==> src/hw/acs_params.svh <==
// offsets, field positions, reset values and timing counts of the conversion sequencer
`ifndef ACS_PARAMS_SVH
`define ACS_PARAMS_SVH

// ----------------------------------------------------------------
// register byte offsets
// ----------------------------------------------------------------
`define ACS_OFF_CTRL_A   8'h00
`define ACS_OFF_CTRL_B   8'h04
`define ACS_OFF_RES_LO   8'h08
`define ACS_OFF_RES_HI   8'h0C
`define ACS_OFF_PIN_FSEL 8'h10
`define ACS_OFF_INT      8'h14

// ----------------------------------------------------------------
// field positions and reset values
// ----------------------------------------------------------------
`define ACS_INT_FLAG   0
`define ACS_INT_EN     1
`define ACS_INT_GEN    2
`define ACS_CTRL_RST   8'h00
`define ACS_PIN_RST    4'h0
`define ACS_EXT_PINS   4'h4

// ----------------------------------------------------------------
// conversion timing in converter clocks
// ----------------------------------------------------------------
`define ACS_SAMPLE_CLKS 4'h4
`define ACS_CONV_CLKS   4'hC

`endif

==> src/hw/acs_pkg.sv <==
// types shared by the conversion sequencer files
package acs_pkg;

  // first control register layout
  typedef struct packed {
    logic       start;
    logic       busy;
    logic       enable;
    logic       justify;
    logic [3:0] chan;
  } ctrl_a_t;

  // second control register layout
  typedef struct packed {
    logic [2:0] in_sel;
    logic [1:0] ref_sel;
    logic [2:0] clk_sel;
  } ctrl_b_t;

  // one-hot switch controls toward the analog core
  typedef struct packed {
    logic [2:0] ref_sel;   // [0] ext pin, [1] supply, [2] dac reference
    logic [3:0] ext_sel;   // external analog pins 0..3
    logic [3:0] int_sel;   // amp a, amp b, amp c, dac output
  } route_t;

  typedef enum logic [1:0] {
    ACS_IDLE    = 2'b00,
    ACS_SAMPLE  = 2'b01,
    ACS_CONVERT = 2'b10
  } state_t;

endpackage

==> src/hw/acs_clkdiv.sv <==
// converter clock divider: one tick every 2**sel system clocks
`timescale 1ns/1ps
module acs_clkdiv #(
  parameter int SEL_W = 3
) (
  input  wire logic             clk,   // system clock
  input  wire logic             rst,   // synchronous reset
  input  wire logic             run,   // divider runs while high
  input  wire logic [SEL_W-1:0] sel,   // divide ratio code
  output logic                  tick   // one-cycle converter clock strobe
);
  localparam int CW = (1 << SEL_W) - 1;

  logic [CW-1:0] cnt;
  logic [CW-1:0] next_cnt;
  logic [CW-1:0] mask;
  logic          next_tick;

  // count while running, strobe when the selected low bits are all ones
  always_comb begin
    mask      = ~({CW{1'b1}} << sel);
    next_cnt  = run ? cnt + {{(CW-1){1'b0}}, 1'b1} : '0;
    next_tick = run && ((cnt & mask) == mask);
  end

  always_ff @(posedge clk) begin
    if (rst) begin
      cnt  <= '0;
      tick <= 1'b0;
    end else begin
      cnt  <= next_cnt;
      tick <= next_tick;
    end
  end
endmodule

==> src/hw/acs_route.sv <==
// decodes reference, input source and channel fields into switch controls
`timescale 1ns/1ps
`include "acs_params.svh"
module acs_route (
  input  wire logic [1:0]    ref_code,   // reference select field
  input  wire logic [2:0]    src_code,   // input source field
  input  wire logic [3:0]    chan_code,  // external channel field
  output acs_pkg::route_t    route       // one-hot switch controls
);
  // pick one switch per group; unused ref and source codes fall back to the ext pin, no ext switch for channels above 3
  always_comb begin
    route = '0;
    unique case (ref_code)
      2'h1:    route.ref_sel = 3'h2;
      2'h2:    route.ref_sel = 3'h4;
      default: route.ref_sel = 3'h1;
    endcase
    unique case (src_code)
      3'h1:    route.int_sel = 4'h1;
      3'h2:    route.int_sel = 4'h2;
      3'h3:    route.int_sel = 4'h4;
      3'h4:    route.int_sel = 4'h8;
      default: route.ext_sel = (chan_code < `ACS_EXT_PINS) ? (4'h1 << chan_code[1:0]) : 4'h0;
    endcase
  end
endmodule

==> src/hw/acs_top.sv <==
// conversion sequencer with apb register slave and pin function control
`timescale 1ns/1ps
`include "acs_params.svh"
module acs_top #(
  parameter int ADDR_W = 8
) (
  input  wire logic              CLK,           // system clock
  input  wire logic              RST,           // synchronous reset
  input  wire logic              PSEL,          // apb select
  input  wire logic              PENABLE,       // apb access phase
  input  wire logic              PWRITE,        // apb direction
  input  wire logic [ADDR_W-1:0] PADDR,         // apb byte address
  input  wire logic [31:0]       PWDATA,        // apb write data
  output logic      [31:0]       PRDATA,        // apb read data
  output logic                   PREADY,        // apb ready
  output logic                   PSLVERR,       // apb unmapped address
  input  wire logic [11:0]       ADC_DATA,      // result from analog core
  output logic                   ADC_PWR,       // analog power on
  output logic                   ADC_RST,       // analog core reset
  output logic                   ADC_CLK_TICK,  // converter clock strobe
  output logic                   ADC_SAMPLE,    // sampling phase
  output logic                   ADC_CONVERT,   // converting phase
  output logic      [2:0]        REF_SEL,       // reference switches
  output logic      [3:0]        EXT_SEL,       // external pin switches
  output logic      [3:0]        INT_SEL,       // internal source switches
  input  wire logic [3:0]        PIN_PULL_REQ,  // programmed pull-highs
  input  wire logic [3:0]        PIN_OE_REQ,    // port direction outputs
  output logic      [3:0]        PIN_ANALOG,    // pin in analog role
  output logic      [3:0]        PIN_PULL_EN,   // pull-high actually on
  output logic      [3:0]        PIN_OE,        // pin output driver on
  output logic                   IRQ            // conversion interrupt
);
  // ----------------------------------------------------------------
  // functions
  // ----------------------------------------------------------------
  // places the 12-bit result into the high and low byte pair
  function automatic logic [15:0] fmt(input logic [11:0] res, input logic right);
    fmt = right ? {4'h0, res} : {res, 4'h0};
  endfunction

  // true when the address is one of the mapped word offsets
  function automatic logic mapped(input logic [ADDR_W-1:0] a);
    mapped = (a[7:0] == `ACS_OFF_CTRL_A) || (a[7:0] == `ACS_OFF_CTRL_B) ||
             (a[7:0] == `ACS_OFF_RES_LO) || (a[7:0] == `ACS_OFF_RES_HI) ||
             (a[7:0] == `ACS_OFF_PIN_FSEL) || (a[7:0] == `ACS_OFF_INT);
  endfunction

  // ----------------------------------------------------------------
  // declarations
  // ----------------------------------------------------------------
  acs_pkg::ctrl_a_t ctrl_a;
  acs_pkg::ctrl_a_t next_ctrl_a;
  acs_pkg::ctrl_b_t ctrl_b;
  acs_pkg::ctrl_b_t next_ctrl_b;
  acs_pkg::state_t  state;
  acs_pkg::state_t  next_state;
  acs_pkg::route_t  route;
  logic [3:0]       pin_fsel;
  logic [3:0]       next_pin_fsel;
  logic [2:0]       int_ctl;
  logic [2:0]       next_int_ctl;
  logic [3:0]       cnt;
  logic [3:0]       next_cnt;
  logic             armed;
  logic             next_armed;
  logic             pend;
  logic             next_pend;
  logic             busy;
  logic [11:0]      result;
  logic [11:0]      next_result;
  logic             conv_done;
  logic             tick;
  logic             wr_en;
  logic [15:0]      res_pair;
  logic [31:0]      next_prdata;
  logic             next_pready;
  logic             next_pslverr;

  assign wr_en    = PSEL && PENABLE && PWRITE && PREADY;
  assign res_pair = fmt(result, ctrl_a.justify);

  // ----------------------------------------------------------------
  // converter clock and input routing
  // ----------------------------------------------------------------
  acs_clkdiv #(
    .SEL_W (3)
  ) u_div (
    .clk  (CLK),
    .rst  (RST),
    .run  (ctrl_a.enable && !ctrl_a.start),
    .sel  (ctrl_b.clk_sel),
    .tick (tick)
  );

  acs_route u_route (
    .ref_code  (ctrl_b.ref_sel),
    .src_code  (ctrl_b.in_sel),
    .chan_code (ctrl_a.chan),
    .route     (route)
  );

  // ----------------------------------------------------------------
  // apb register writes
  // ----------------------------------------------------------------
  // software fields; busy is read only, the request flag set wins
  always_comb begin
    next_ctrl_a      = ctrl_a;
    next_ctrl_b      = ctrl_b;
    next_pin_fsel    = pin_fsel;
    next_int_ctl     = int_ctl;
    next_ctrl_a.busy = 1'b0;
    if (wr_en) begin
      unique case (PADDR[7:0])
        `ACS_OFF_CTRL_A: begin
          next_ctrl_a      = acs_pkg::ctrl_a_t'(PWDATA[7:0]);
          next_ctrl_a.busy = 1'b0;
        end
        `ACS_OFF_CTRL_B:   next_ctrl_b   = acs_pkg::ctrl_b_t'(PWDATA[7:0]);
        `ACS_OFF_PIN_FSEL: next_pin_fsel = PWDATA[3:0];
        `ACS_OFF_INT:      next_int_ctl  = PWDATA[2:0];
        default:           next_int_ctl  = int_ctl;
      endcase
    end
    if (conv_done) begin
      next_int_ctl[`ACS_INT_FLAG] = 1'b1;
    end
  end

  always_ff @(posedge CLK) begin
    if (RST) begin
      ctrl_a   <= acs_pkg::ctrl_a_t'(`ACS_CTRL_RST);
      ctrl_b   <= acs_pkg::ctrl_b_t'(`ACS_CTRL_RST);
      pin_fsel <= `ACS_PIN_RST;
      int_ctl  <= 3'h0;
    end else begin
      ctrl_a   <= next_ctrl_a;
      ctrl_b   <= next_ctrl_b;
      pin_fsel <= next_pin_fsel;
      int_ctl  <= next_int_ctl;
    end
  end

  // ----------------------------------------------------------------
  // apb read and ready
  // ----------------------------------------------------------------
  // one wait cycle: data and ready are prepared in the first access cycle
  always_comb begin
    next_pready  = PSEL && PENABLE && !PREADY;
    next_pslverr = next_pready && !mapped(PADDR);
    next_prdata  = 32'h0;
    if (next_pready && !PWRITE) begin
      unique case (PADDR[7:0])
        `ACS_OFF_CTRL_A:   next_prdata = {24'h0, ctrl_a.start, busy, ctrl_a[5:0]};
        `ACS_OFF_CTRL_B:   next_prdata = {24'h0, ctrl_b};
        `ACS_OFF_RES_LO:   next_prdata = {24'h0, res_pair[7:0]};
        `ACS_OFF_RES_HI:   next_prdata = {24'h0, res_pair[15:8]};
        `ACS_OFF_PIN_FSEL: next_prdata = {28'h0, pin_fsel};
        `ACS_OFF_INT:      next_prdata = {29'h0, int_ctl};
        default:           next_prdata = 32'h0;
      endcase
    end
  end

  always_ff @(posedge CLK) begin
    if (RST) begin
      PRDATA  <= 32'h0;
      PREADY  <= 1'b0;
      PSLVERR <= 1'b0;
    end else begin
      PRDATA  <= next_prdata;
      PREADY  <= next_pready;
      PSLVERR <= next_pslverr;
    end
  end

  // ----------------------------------------------------------------
  // conversion sequencer
  // ----------------------------------------------------------------
  // start edge is armed by a high level, pending after the fall,
  // and launched on the next converter clock strobe
  always_comb begin
    next_state  = state;
    next_cnt    = cnt;
    next_armed  = armed;
    next_pend   = pend;
    next_result = result;
    conv_done   = 1'b0;
    if (ctrl_a.start || !ctrl_a.enable) begin
      next_state = acs_pkg::ACS_IDLE;
      next_cnt   = 4'h0;
      next_pend  = 1'b0;
      next_armed = ctrl_a.start;
    end else begin
      if (armed) begin
        next_pend  = 1'b1;
        next_armed = 1'b0;
      end
      unique case (state)
        acs_pkg::ACS_IDLE: begin
          if (pend && tick) begin
            next_state = acs_pkg::ACS_SAMPLE;
            next_pend  = 1'b0;
            next_cnt   = 4'h0;
          end
        end
        acs_pkg::ACS_SAMPLE: begin
          if (tick) begin
            if (cnt == `ACS_SAMPLE_CLKS - 4'h1) begin
              next_state = acs_pkg::ACS_CONVERT;
              next_cnt   = 4'h0;
            end else begin
              next_cnt = cnt + 4'h1;
            end
          end
        end
        acs_pkg::ACS_CONVERT: begin
          if (tick) begin
            if (cnt == `ACS_CONV_CLKS - 4'h1) begin
              next_state  = acs_pkg::ACS_IDLE;
              next_cnt    = 4'h0;
              next_result = ADC_DATA;
              conv_done   = 1'b1;
            end else begin
              next_cnt = cnt + 4'h1;
            end
          end
        end
        default: next_state = acs_pkg::ACS_IDLE;
      endcase
    end
  end

  always_ff @(posedge CLK) begin
    if (RST) begin
      state  <= acs_pkg::ACS_IDLE;
      cnt    <= 4'h0;
      armed  <= 1'b0;
      pend   <= 1'b0;
      busy   <= 1'b0;
      result <= 12'h000;
    end else begin
      state  <= next_state;
      cnt    <= next_cnt;
      armed  <= next_armed;
      pend   <= next_pend;
      busy   <= (next_state != acs_pkg::ACS_IDLE);
      result <= next_result;
    end
  end

  // ----------------------------------------------------------------
  // registered outputs toward core, pins and interrupt
  // ----------------------------------------------------------------
  assign ADC_CLK_TICK = tick;

  always_ff @(posedge CLK) begin
    if (RST) begin
      ADC_PWR     <= 1'b0;
      ADC_RST     <= 1'b0;
      ADC_SAMPLE  <= 1'b0;
      ADC_CONVERT <= 1'b0;
      REF_SEL     <= 3'h0;
      EXT_SEL     <= 4'h0;
      INT_SEL     <= 4'h0;
      PIN_ANALOG  <= 4'h0;
      PIN_PULL_EN <= 4'h0;
      PIN_OE      <= 4'h0;
      IRQ         <= 1'b0;
    end else begin
      ADC_PWR     <= ctrl_a.enable;
      ADC_RST     <= ctrl_a.start;
      ADC_SAMPLE  <= (next_state == acs_pkg::ACS_SAMPLE);
      ADC_CONVERT <= (next_state == acs_pkg::ACS_CONVERT);
      REF_SEL     <= route.ref_sel;
      EXT_SEL     <= route.ext_sel;
      INT_SEL     <= route.int_sel;
      PIN_ANALOG  <= pin_fsel;
      PIN_PULL_EN <= PIN_PULL_REQ & ~pin_fsel;
      PIN_OE      <= PIN_OE_REQ & ~pin_fsel;
      IRQ         <= int_ctl[`ACS_INT_FLAG] && int_ctl[`ACS_INT_EN] &&
                     int_ctl[`ACS_INT_GEN];
    end
  end

  logic [3:0] ticks_seen;
  always_ff @(posedge CLK) begin
    if (RST || state == acs_pkg::ACS_IDLE) begin
      ticks_seen <= 4'h0;
    end else if (tick) begin
      ticks_seen <= ticks_seen + 4'h1;
    end
  end
endmodule

==> config.mk <==
export PLATFORM = sky130hd
export DESIGN_NAME = acs_top
export DESIGN_NICKNAME = d
export VERILOG_FILES = /design/src/hw/acs_pkg.sv /design/src/hw/acs_clkdiv.sv /design/src/hw/acs_route.sv /design/src/hw/acs_top.sv
export VERILOG_INCLUDE_DIRS = /design/src /design/src/hw
export SDC_FILE = /design/constraint.sdc
export NUM_CORES = 1
export LEC_CHECK = 0
export ABC_AREA = 1
export BUFFER_PORTS_ARGS = -buffer_cell sky130_fd_sc_hd__buf_4
export CAP_MARGIN = 20
export CORE_ASPECT_RATIO = 1.75
export CORE_MARGIN = 8
export CORE_UTILIZATION = 51
export DETAILED_ROUTE_END_ITERATION = 8
export PLACE_DENSITY = 0.85
export SLEW_MARGIN = 0
export SYNTH_ARGS = -nofsm -noshare
export SYNTH_HDL_FRONTEND = slang
export SYNTH_SLANG_ARGS = --single-unit
==> constraint.sdc <==
create_clock -name CLK -period 1.75 [get_ports CLK]
set_input_delay 0.35 -clock CLK [delete_from_list [all_inputs] [get_ports CLK]]
set_output_delay 0.35 -clock CLK [all_outputs]
set_load 0.01 [all_outputs]
# After elaboration in Yosys (flattened, before gate mapping)
# Cells that the tools add are included.
# word_totals
reg_bits	113
elab_cells	134
out_inout_bits	63
input_bits	65
# classes
add_sub_neg	2
shift	2
n_eq_ne	21
reduce_logical	40
n_mux	27
bitwise	9
order_cmp	1
# op_table
cell	count
one-hot mux 8 bit (6 select lines)	1
two-way mux 4 bit	5
== test 8 x 4 -> 1 bit (second input constant)	2
== test 8 x 5 -> 1 bit (second input constant)	2
two-way mux 16 bit	1
one-hot mux 4 bit (4 select lines)	1
two-way mux 2 bit	6
one-hot mux 4 bit (3 select lines)	1
logical AND 1 bit	11
two-way mux 1 bit	10
AND reduction 2 bit	5
AND 4 bit	2
== test 8 x 3 -> 1 bit (second input constant)	1
zero test 8 bit	1
AND reduction 4 bit	2
OR reduction 2 bit	4
adder 7 x 1 -> 7 bit (second input constant)	1
AND 7 bit	1
== test 7 bit	1
NOT 7 bit	1
<< shifter 7 x 3 -> 7 bit (first input constant)	1
== test 2 x 1 -> 1 bit (second input constant)	3
== test 2 bit (second input constant)	3
== test 3 x 2 -> 1 bit (second input constant)	2
19 further kinds	34

# Depth between registers and ports, before layout
# Gate-level depths: netlist of run 1.
# depth
depth_word	8
ltp_mapped	10
ltp_nobuf	10

# Modules after synthesis
# A second synthesis of run 1 with hierarchy kept.
# unflattened
hier_cells	593
area_unflattened_um2	4234.1
# modules_own_cells
module	n_inst	seq_area_each_um2	area_per_inst_um2	cells_per_inst
acs_top	1	1621.6	3738.6	513
acs_clkdiv	1	160.2	365.4	54
acs_route	1	0.0	130.1	26

# Least setup slack after synthesis of run 1
# No wires, ideal clock.
# synth_path
kind	reg-to-reg
start	register state[1]
end	register cnt[2]
period_less_slack_ns	1.327
setup_slack_ns	0.423
path_stages_with_launch	8
setup_ns	0.070
arrival_time_ns	1.257
required_time_ns	1.680
n_path_buf	0
cell_sequence	dfxtp_1 inv_1 ha_1 o21bai_1 nand3_1 nor2_1 nand3_1 a21oi_1
# synth_via
elab_chain_len	3
word_cells_on_any_way	9
cone_classes	eq/ne: 5; mux: 1; reduce/logical: 3
# synth_lines
item	line	source
from (decl)	acs_top.sv:55	acs_pkg::state_t state;
from (signal assigned)	acs_top.sv:235	state <= acs_pkg::ACS_IDLE;
from (signal assigned)	acs_top.sv:242	state <= next_state;
== test 2 x 1 -> 1 bit, or another cell as far along	acs_top.sv:198	unique case (state)
inequality test 2 x 1 -> 1 bit (no source line), or another cell as far along	--	
AND reduction 4 bit (no source line)	--	
to (signal assigned)	acs_top.sv:243	cnt <= next_cnt;
to (decl)	acs_top.sv:62	logic [3:0] cnt;
# Several ways; a longest one is shown, not always the timed one.
# A chain may end at the register's enable or synchronous reset.

# Worst setup path after layout of run 1
# layout_path
start	register cnt[0]
end	register result[8]
# layout_via
elab_chain_len	2
# layout_lines
item	line	source
== test 4 bit	acs_top.sv:218	if (cnt == `ACS_CONV_CLKS - 4'h1) begin
AND reduction 4 bit (no source line)	--	
to (signal assigned)	acs_top.sv:247	result <= next_result;
to (decl)	acs_top.sv:69	logic [11:0] result;
# Every way passes these cells.

==> out/metrics.yaml, run 1 <==
gr-total-overflow: 0
rr_startpoint: "cnt[0]"
root_buffer: "clkbuf_16"
fmax_mhz: 610.1
fin_skew_ns: 0.006269
leakagePower_uw: 0.002251
cp-startpoint: "cnt[0]"
drc: 0
crit_path_end_kind: "register"
cts_tree: "built"
htree_levels: 3
synth-seq-cells: 89
vias: 3659
grt_start_max_net_pins: 27
p_total_uw: 4225
synthArstFlopShare: 0
peakVddDrop_v: 0.0004998
wl_met3_um: 607
postLayoutCellArea_um2: 4860
grt_pass1_wl_um: 16150
layout.cells.non_filler: 708
worst_setup_path_start_kind: "register"
pre_cts_ws_ns: 0.1302
wl_met1_um: 3519
final_cell_mix: "nand2_1 (95), dfxtp_1 (89), buf_4 (85)"
reg2reg_depth: 7
port_buffers: 79
period_minus_slack_ns: 1.639
pin_count: 128
min_from: "PIN_PULL_REQ[3]"
ys_types: 30
outcome: "finished, final reports clean"
hold_path_class: "in2reg"
final_layout_size_suffix_gt1_frac: 0.2145
die_h_um: 132.4
reg2reg_slack_ns: 0.11
core_um2: 7515
setup_violations: 0
p_per_area_nw_per_um2: 869.4
place_inst: 692
arrival_ns: 1.88
grt_pass1_vias: 3657
die_x_um: 82.50
cp_max_fo: 14
layout.nets: 688
cts-buffers-inserted: 9
viasPerCell: 5.168
num_rows: 42
drt_first_pass_iters: 5
clock_path_buffers: 2
setup_slack_ns: 0.1108
yosys_most_used_dff: "dfxtp_1"
drv_cap: 0
fin_crit_sh: 0.9367
syn_area_um2: 3946
place_hpwl_um: 7947
die-area_um2: 10920
routed-wl-met2_um: 5522
seq_area_frac_synth: 0.4515
yosysWarnings: 0
gp_congestion: 0.8956
drv_slew: 0
final_hold_viol_count: 0
cts_sinks: 89
drt-initial-drc-count: 302
grt.total_usage: 0.1884
area_growth_pct: 23.15
path_class: "reg2reg"
required_ns: 1.99
post_drt_wl_per_cell_um: 14.26
syn-mean-instance-area_um2: 7.432
setup.worst_path.end: "result[8]"
highest_layer: "met4"
final_core_util: 0.6467
final_antenna_net_count: 0
antenna_found_initial: 0
reg2reg_to: "result[8]"
syn_inst: 531
clk_latency_ns: 0.35
final_common_cell: "nand2_1"
post_cts_buffers: 0
start_util: 0.5251
drt_wl_total_um: 10100
dpl_cell_area_um2: 4539
clk_pin_slew_ns: 0.06
synth_edf_count: 0
diodes: 0
-- synth_stat cells (all sizes together) (4+ instances only) --
cell type  number  share of area
nand2         102           0.11
nor2          102           0.12
dfxtp          89           0.45
inv            56          0.053
o21ai          50          0.065
nand3          37          0.048
buf            33          0.059
a21oi          32          0.041
ha              8          0.025
nor3            6         0.0076
nand4           4         0.0063
-- per-stage QoR --
| step | TNS [ns] | hold WS [ns] |
|---|---|---|
| 2_1_floorplan | 0 | 0.4165 |
| 6_report | 0 | 0.2252 |
| 3_5_place_dp | 0 | 0.4466 |
| 5_1_grt | -0.08725 | 0.2339 |
| 3_3_place_gp | 0 | 0.4287 |
| 4_1_cts | 0 | 0.2214 |
-- logic make-up (layout without fill, tap and decap cells) --
kind of cell	count (synthesis)	after routing	share of synthesized area
XOR/XNOR	2	2	0.004440
flip-flops	89	89	0.4515
other	1	24	0.0009503
adder cells (fa/ha/maj)	8	8	0.02537
AND/OR/NAND/NOR	253	253	0.2901
buffers and inverters	93	159	0.1164
AO/OA/AOI/OAI	85	85	0.1113
-- critical path, cell delays in order, from the launching register on --
cell and delay [ns]:
dfxtp_1 0.36, ha_1 0.26, nand4_1 0.15, nor2_1 0.20, nand2_4 0.16, buf_4 0.19, o21ai_0 0.16, nor2_1 0.06
-- layout make-up --
type	instances	area [um2]
Clock buffer	9	225.2
Clock inverter	7	78.83
Fill cell	644	2655
Inverter	58	221.5
Multi-Input combinational cell	372	1804
Sequential cell	89	1782
Tap cell	88	110.1
Timing Repair Buffer	85	638.1
-- worst min path at each step --
stage	cells after the start	slack (ns)	end
CTS	3	0.22	PIN_PULL_EN[3]
floorplan	1	0.42	u_div.cnt[6]
detailed placement	1	0.45	u_div.cnt[6]
global placement	1	0.43	u_div.cnt[6]
finish	3	0.23	PIN_PULL_EN[3]
global route	3	0.23	PIN_OE[3]
-- sequential cells by signal, indices dropped and copies added, names as in the netlist, 7 cells and up --
| signal | flops |
|---|---|
| PRDATA | 8 |
| ctrl_a | 7 |
| ctrl_b | 8 |
| result | 12 |
| u_div.cnt | 7 |
-- routing by layer --
metal	global-route usage	vias to the layer above
met1	0.1826	1667
li1	-	1805
met5	0	-
met4	0.1110	0
met3	0.04098	33
met2	0.3400	154
-- report_power, final --
part / switching (uW) / internal (uW)
clock: 833 / 1120
sequential: 4.82 / 2040
combinational: 126 / 102
-- timing repair --
action / 4_1_cts / 5_1_grt
gates resized for setup: 0 / 4
setup endpoints to repair: 0 / 12
hold buffers: 0 / 0
Note: power is estimated with default switching activity, not from simulation.
==> run 2: changes to the inputs <==
- CORE_UTILIZATION: 51 -> 38
- GPL_TIMING_DRIVEN: default -> 1
- PLACE_DENSITY: 0.85 -> 0.68
==> run 2 against run 1 <==
Clock power grew 3%. Via count shrank 3.8%. Flip-flop and latch count is the same. Worst setup slack gained 0.043 ns. Global-route usage shrank 3.9 points. First-iteration DRC count shrank 37%. Count of clock-buffer cells in the layout is the same. Wire length grew 2.3%. Cell count grew 5.6%. Critical path type unchanged.
==> out/metrics.yaml, run 2 (synthesis gave the netlist of run 1 again) <==
layout.nets: 689
clk_latency_ns: 0.34
port_buffers: 79
area_growth_pct: 24.41
die_h_um: 150.8
cts_sinks: 89
final_antenna_net_count: 0
p_per_area_nw_per_um2: 870.4
gp_congestion: 0.8938
drv_cap: 0
cp-startpoint: "state[1]"
largest_reg_flops: 12
leakagePower_uw: 0.002237
drt_wl_total_um: 10330
drt_first_pass_iters: 5
crit_path_end_kind: "register"
period_minus_slack_ns: 1.596
gr-total-overflow: 0
antenna_found_initial: 0
critPathMaxStageDelay_ns: 0.37
vias: 3520
num_rows: 49
critPathTopFamily: "simple AND/OR/NAND/NOR gates"
fin_crit_sh: 0.9123
internal_power_uw: 3275
path_cells: "inv_1, ha_1, o21bai_1, nand3_1, nor2_2, nand3_1, a21oi_1"
switching_share: 0.2337
htree_levels: 3
outcome: "finished, final reports clean"
cts_hold_buffers: 0
cts-buffers-inserted: 9
critical-path-slowest-cell: "dfxtp_1"
root_buffer: "clkbuf_16"
combPwrFrac: 0.053
setup_violations: 0
switchingPower_uw: 998.7
reg2reg_slack_ns: 0.15
drv_slew: 0
die-area_um2: 14030
rr_startpoint: "state[1]"
grt.total_usage: 0.1498
final_common_cell: "nand2_1"
grt_pass1_vias: 3522
die_x_um: 93.04
p_clk_frac: 0.469
reg2reg_to: "cnt[2]"
arrival_ns: 1.87
required_ns: 2.02
grt_pass1_wl_um: 16370
regMostFlops: "result"
clk_pin_slew_ns: 0.07
worst_setup_path_start_kind: "register"
post_drt_wl_per_cell_um: 13.80
tns_ns: 0
viasPerCell: 4.706
place_hpwl_um: 8283
final_layout_size_suffix_gt1_frac: 0.2142
fillers: 1053
crit_cells: 7
drt-initial-drc-count: 189
final_hold_viol_count: 0
hold_path_class: "in2reg"
reg2reg_depth: 7
fmax_mhz: 626.4
path_buf_inv: 1
diodes: 0
start_util: 0.3878
clock_path_buffers: 2
core_um2: 10180
final_core_util: 0.4824
fin_skew_ns: 0.006605
layout.cells.non_filler: 748
final_cell_mix: "nand2_1 (95), dfxtp_1 (89), buf_4 (86)"
rsz0062_at_grt: "false"
place_inst: 732
setup.worst_path.end: "cnt[2]"
cts_tree: "built"
critPathMostFrequentCell: "nand3_1"
path_class: "reg2reg"
peakVddDrop_v: 0.0004813
seqPwrFrac: 0.478
pin_count: 128
cp_max_fo: 4
reg_top3: "result: 12 flops, PRDATA: 8 flops, ctrl_b: 8 flops"
drc: 0
grt_start_max_net_pins: 25
## run 2: how the worst min path moves through the flow
| stage | from | to | slack [ns] | cells after the start |
|---|---|---|---|---|
| after detailed placement | u_div.cnt[6] | u_div.cnt[6] | 0.43 | 1 |
| after global placement | u_div.cnt[6] | u_div.cnt[6] | 0.43 | 1 |
| after global routing | PIN_OE_REQ[0] | PIN_OE[0] | 0.23 | 3 |
| after CTS | PIN_OE_REQ[2] | PIN_OE[2] | 0.21 | 3 |
| after floorplan | u_div.cnt[6] | u_div.cnt[6] | 0.42 | 1 |
| final | PIN_OE_REQ[2] | PIN_OE[2] | 0.22 | 3 |
## run 2: layout make-up
| type | count | area [um2] | share of cell area |
|---|---|---|---|
| Clock buffer | 9 | 225.2 | 0.04587 |
| Timing Repair Buffer | 86 | 645.6 | 0.1315 |
| Clock inverter | 7 | 83.83 | 0.01707 |
| Inverter | 58 | 217.7 | 0.04434 |
| Sequential cell | 89 | 1782 | 0.3629 |
| Tap cell | 127 | 158.9 | 0.03236 |
| Multi-Input combinational cell | 372 | 1797 | 0.3660 |
## run 2: timing repair
action	4_1_cts	5_1_grt
buffers inserted	0	0
resized for setup	0	2
endpoints found under the setup margin	0	2
## run 2: tightest hold or removal path, stage by stage
cell     delay (ns)
buf_4          0.07
nand2_1        0.04
nor2_1         0.07
## run 2: per-layer routing
| layer | global-route usage | wire, um |
|---|---|---|
| met5 | 0 | 0 |
| met4 | 0.08597 | 305 |
| met3 | 0.03275 | 435 |
| met2 | 0.2909 | 5944 |
| met1 | 0.1376 | 3639 |
## run 2: power by group through the flow
stage / clock, uW / combinational (uW) / sequential [uW]
floorplan: 0 / 133 / 2100
global placement: 0 / 221 / 2090
detailed placement: 0 / 225 / 2090
CTS: 2030 / 226 / 2040
global route: 2130 / 251 / 2040
finish: 2000 / 228 / 2040
## run 2: stage by stage
stage | hold WS, ns | area, um2 | total power, uW | setup slack (ns)
floorplan | 0.4165 | 4033 | 2230 | 0.4228
global placement | 0.4302 | 4596 | 2310 | 0.2133
detailed placement | 0.4345 | 4596 | 2315 | 0.1426
CTS | 0.2141 | 4905 | 4301 | 0.1198
global route | 0.2343 | 4910 | 4421 | 0.01953
finish | 0.2226 | 4910 | 4274 | 0.1535
==> run 3: changes to the inputs <==
- CORE_UTILIZATION: 38 -> 24
- PLACE_DENSITY: 0.68 -> 0.49
==> run 3 against run 2 <==
Non-clock buffer count rose by 3. Total power down 1.6%. Register-to-register slack about the same. Flip-flop and latch count unchanged. Largest power group unchanged. Critical path depth up 1. Highest routed layer unchanged.
==> out/metrics.yaml, run 3 (synthesis gave the netlist of run 1 again) <==
outcome: "finished, final reports clean"
cts_hold_buffers: 0
die-area_um2: 20960
highest_layer: "met4"
setup_violations: 0
final_antenna_net_count: 0
grt_pass1_vias: 3573
drt_wl_total_um: 11180
cts_tree: "built"
final_hold_viol_count: 0
drv_slew: 0
cts_sinks: 89
wl_met1_um: 3967
clock_path_buffers: 2
pin_count: 128
die_x_um: 112.9
final_layout_size_suffix_gt1_frac: 0.2163
path_class: "reg2reg"
antenna_found_initial: 0
crit_path_end_kind: "register"
gp_congestion: 0.8047
cp_max_fo: 3
fmax_mhz: 621.2
clk_latency_ns: 0.34
core_um2: 16290
reg_top3: "result: 12 flops, PRDATA: 8 flops, ctrl_b: 8 flops"
critPathTopFamily: "simple AND/OR/NAND/NOR gates"
tns_ns: 0
grt.total_usage: 0.1073
drt_first_pass_iters: 4
arrival_ns: 1.87
grt_pass1_wl_um: 17350
viasPerCell: 4.284
path_cells: "ha_1, buf_4, nand2_1, nor2_1, nand3_1, nand2_1, nand4_1, nor2_1"
area_growth_pct: 26.66
drt-initial-drc-count: 178
place_hpwl_um: 9193
largest_reg_flops: 12
final_cell_mix: "nand2_1 (95), dfxtp_1 (89), buf_4 (89)"
peakVddDrop_v: 0.0003958
reg2reg_slack_ns: 0.14
port_buffers: 79
drv_cap: 0
start_util: 0.2422
rsz0062_at_grt: "false"
root_buffer: "clkbuf_16"
post_drt_wl_per_cell_um: 13.71
vias: 3496
num_rows: 62
critical-path-slowest-cell: "dfxtp_1"
fin_skew_ns: 0.01009
fin_crit_sh: 0.9199
leakagePower_uw: 0.002248
required_ns: 2.01
routed-wl-met2_um: 6351
wl_met3_um: 525
hold_path_class: "in2reg"
htree_levels: 3
drc: 0
final_core_util: 0.3068
period_minus_slack_ns: 1.610
critPathMaxStageDelay_ns: 0.37
final_common_cell: "nand2_1"
grt_start_max_net_pins: 25
diodes: 0
layout.nets: 692
gr-total-overflow: 0
regMostFlops: "result"
p_per_area_nw_per_um2: 841.2
cts-buffers-inserted: 9
path_buf_inv: 1
die_h_um: 185.6
worst_setup_path_start_kind: "register"
clk_pin_slew_ns: 0.07
run 3: path summary, 6_finish.rpt:
path,depth (start not counted),from,end
min,3,PIN_OE_REQ[0],PIN_OE[0]
max reg2reg,8,cnt[0],ADC_CONVERT
min reg2reg,1,u_div.cnt[6],u_div.cnt[6]
max,8,cnt[0],ADC_CONVERT
run 3: tightest hold or removal path: stages:
cell and delay, ns:
buf_4 0.08, nand2_1 0.04, nor2_1 0.07
run 3: through the flow:
| stage | hold WS, ns | total power, uW | cell area (um2) | setup WS, ns | std cells |
|---|---|---|---|---|---|
| final | 0.2210 | 4205 | 4999 | 0.1402 | 816 |
| after global routing | 0.2225 | 4350 | 4999 | 0.0002531 | 816 |
| after CTS | 0.2100 | 4246 | 4996 | 0.1093 | 816 |
| after detailed placement | 0.4528 | 2322 | 4700 | 0.1340 | 800 |
| after global placement | 0.4266 | 2320 | 4700 | 0.1219 | 800 |
| after floorplan | 0.4165 | 2230 | 4033 | 0.4228 | 554 |
run 3: cell type report:
type                    count  area [um2]
well taps                 192       240.2
clock buffers              11       252.7
repair buffers             89       668.1
clock inverters             5       43.79
multi-input cells         372        1794
flip-flops and latches     89        1782
inverters                  58       217.7
fillers                  1816       11290
run 3: where the power goes:
part / switching, uW / total, uW / internal (uW) / leakage [uW]
sequential: 4.25 / 2040 / 2040 / 0.000720
clock: 868 / 1930 / 1060 / 0.000141
combinational: 129 / 232 / 103 / 0.00139
total: 1000 / 4200 / 3200 / 0.00225
run 3: routing by layer:
layer,track usage,up-vias
met5,0,-
met4,0.05413,0
met3,0.02762,18
met2,0.2158,85
met1,0.09508,1579
li1,-,1814
run 3: what timing repair did:
| item | 4_1_cts | 5_1_grt |
|---|---|---|
| resized for setup | 0 | 1 |
| buffers inserted | 0 | 0 |
| hold endpoints to repair | 0 | 0 |
| setup endpoints to repair | 0 | 2 |
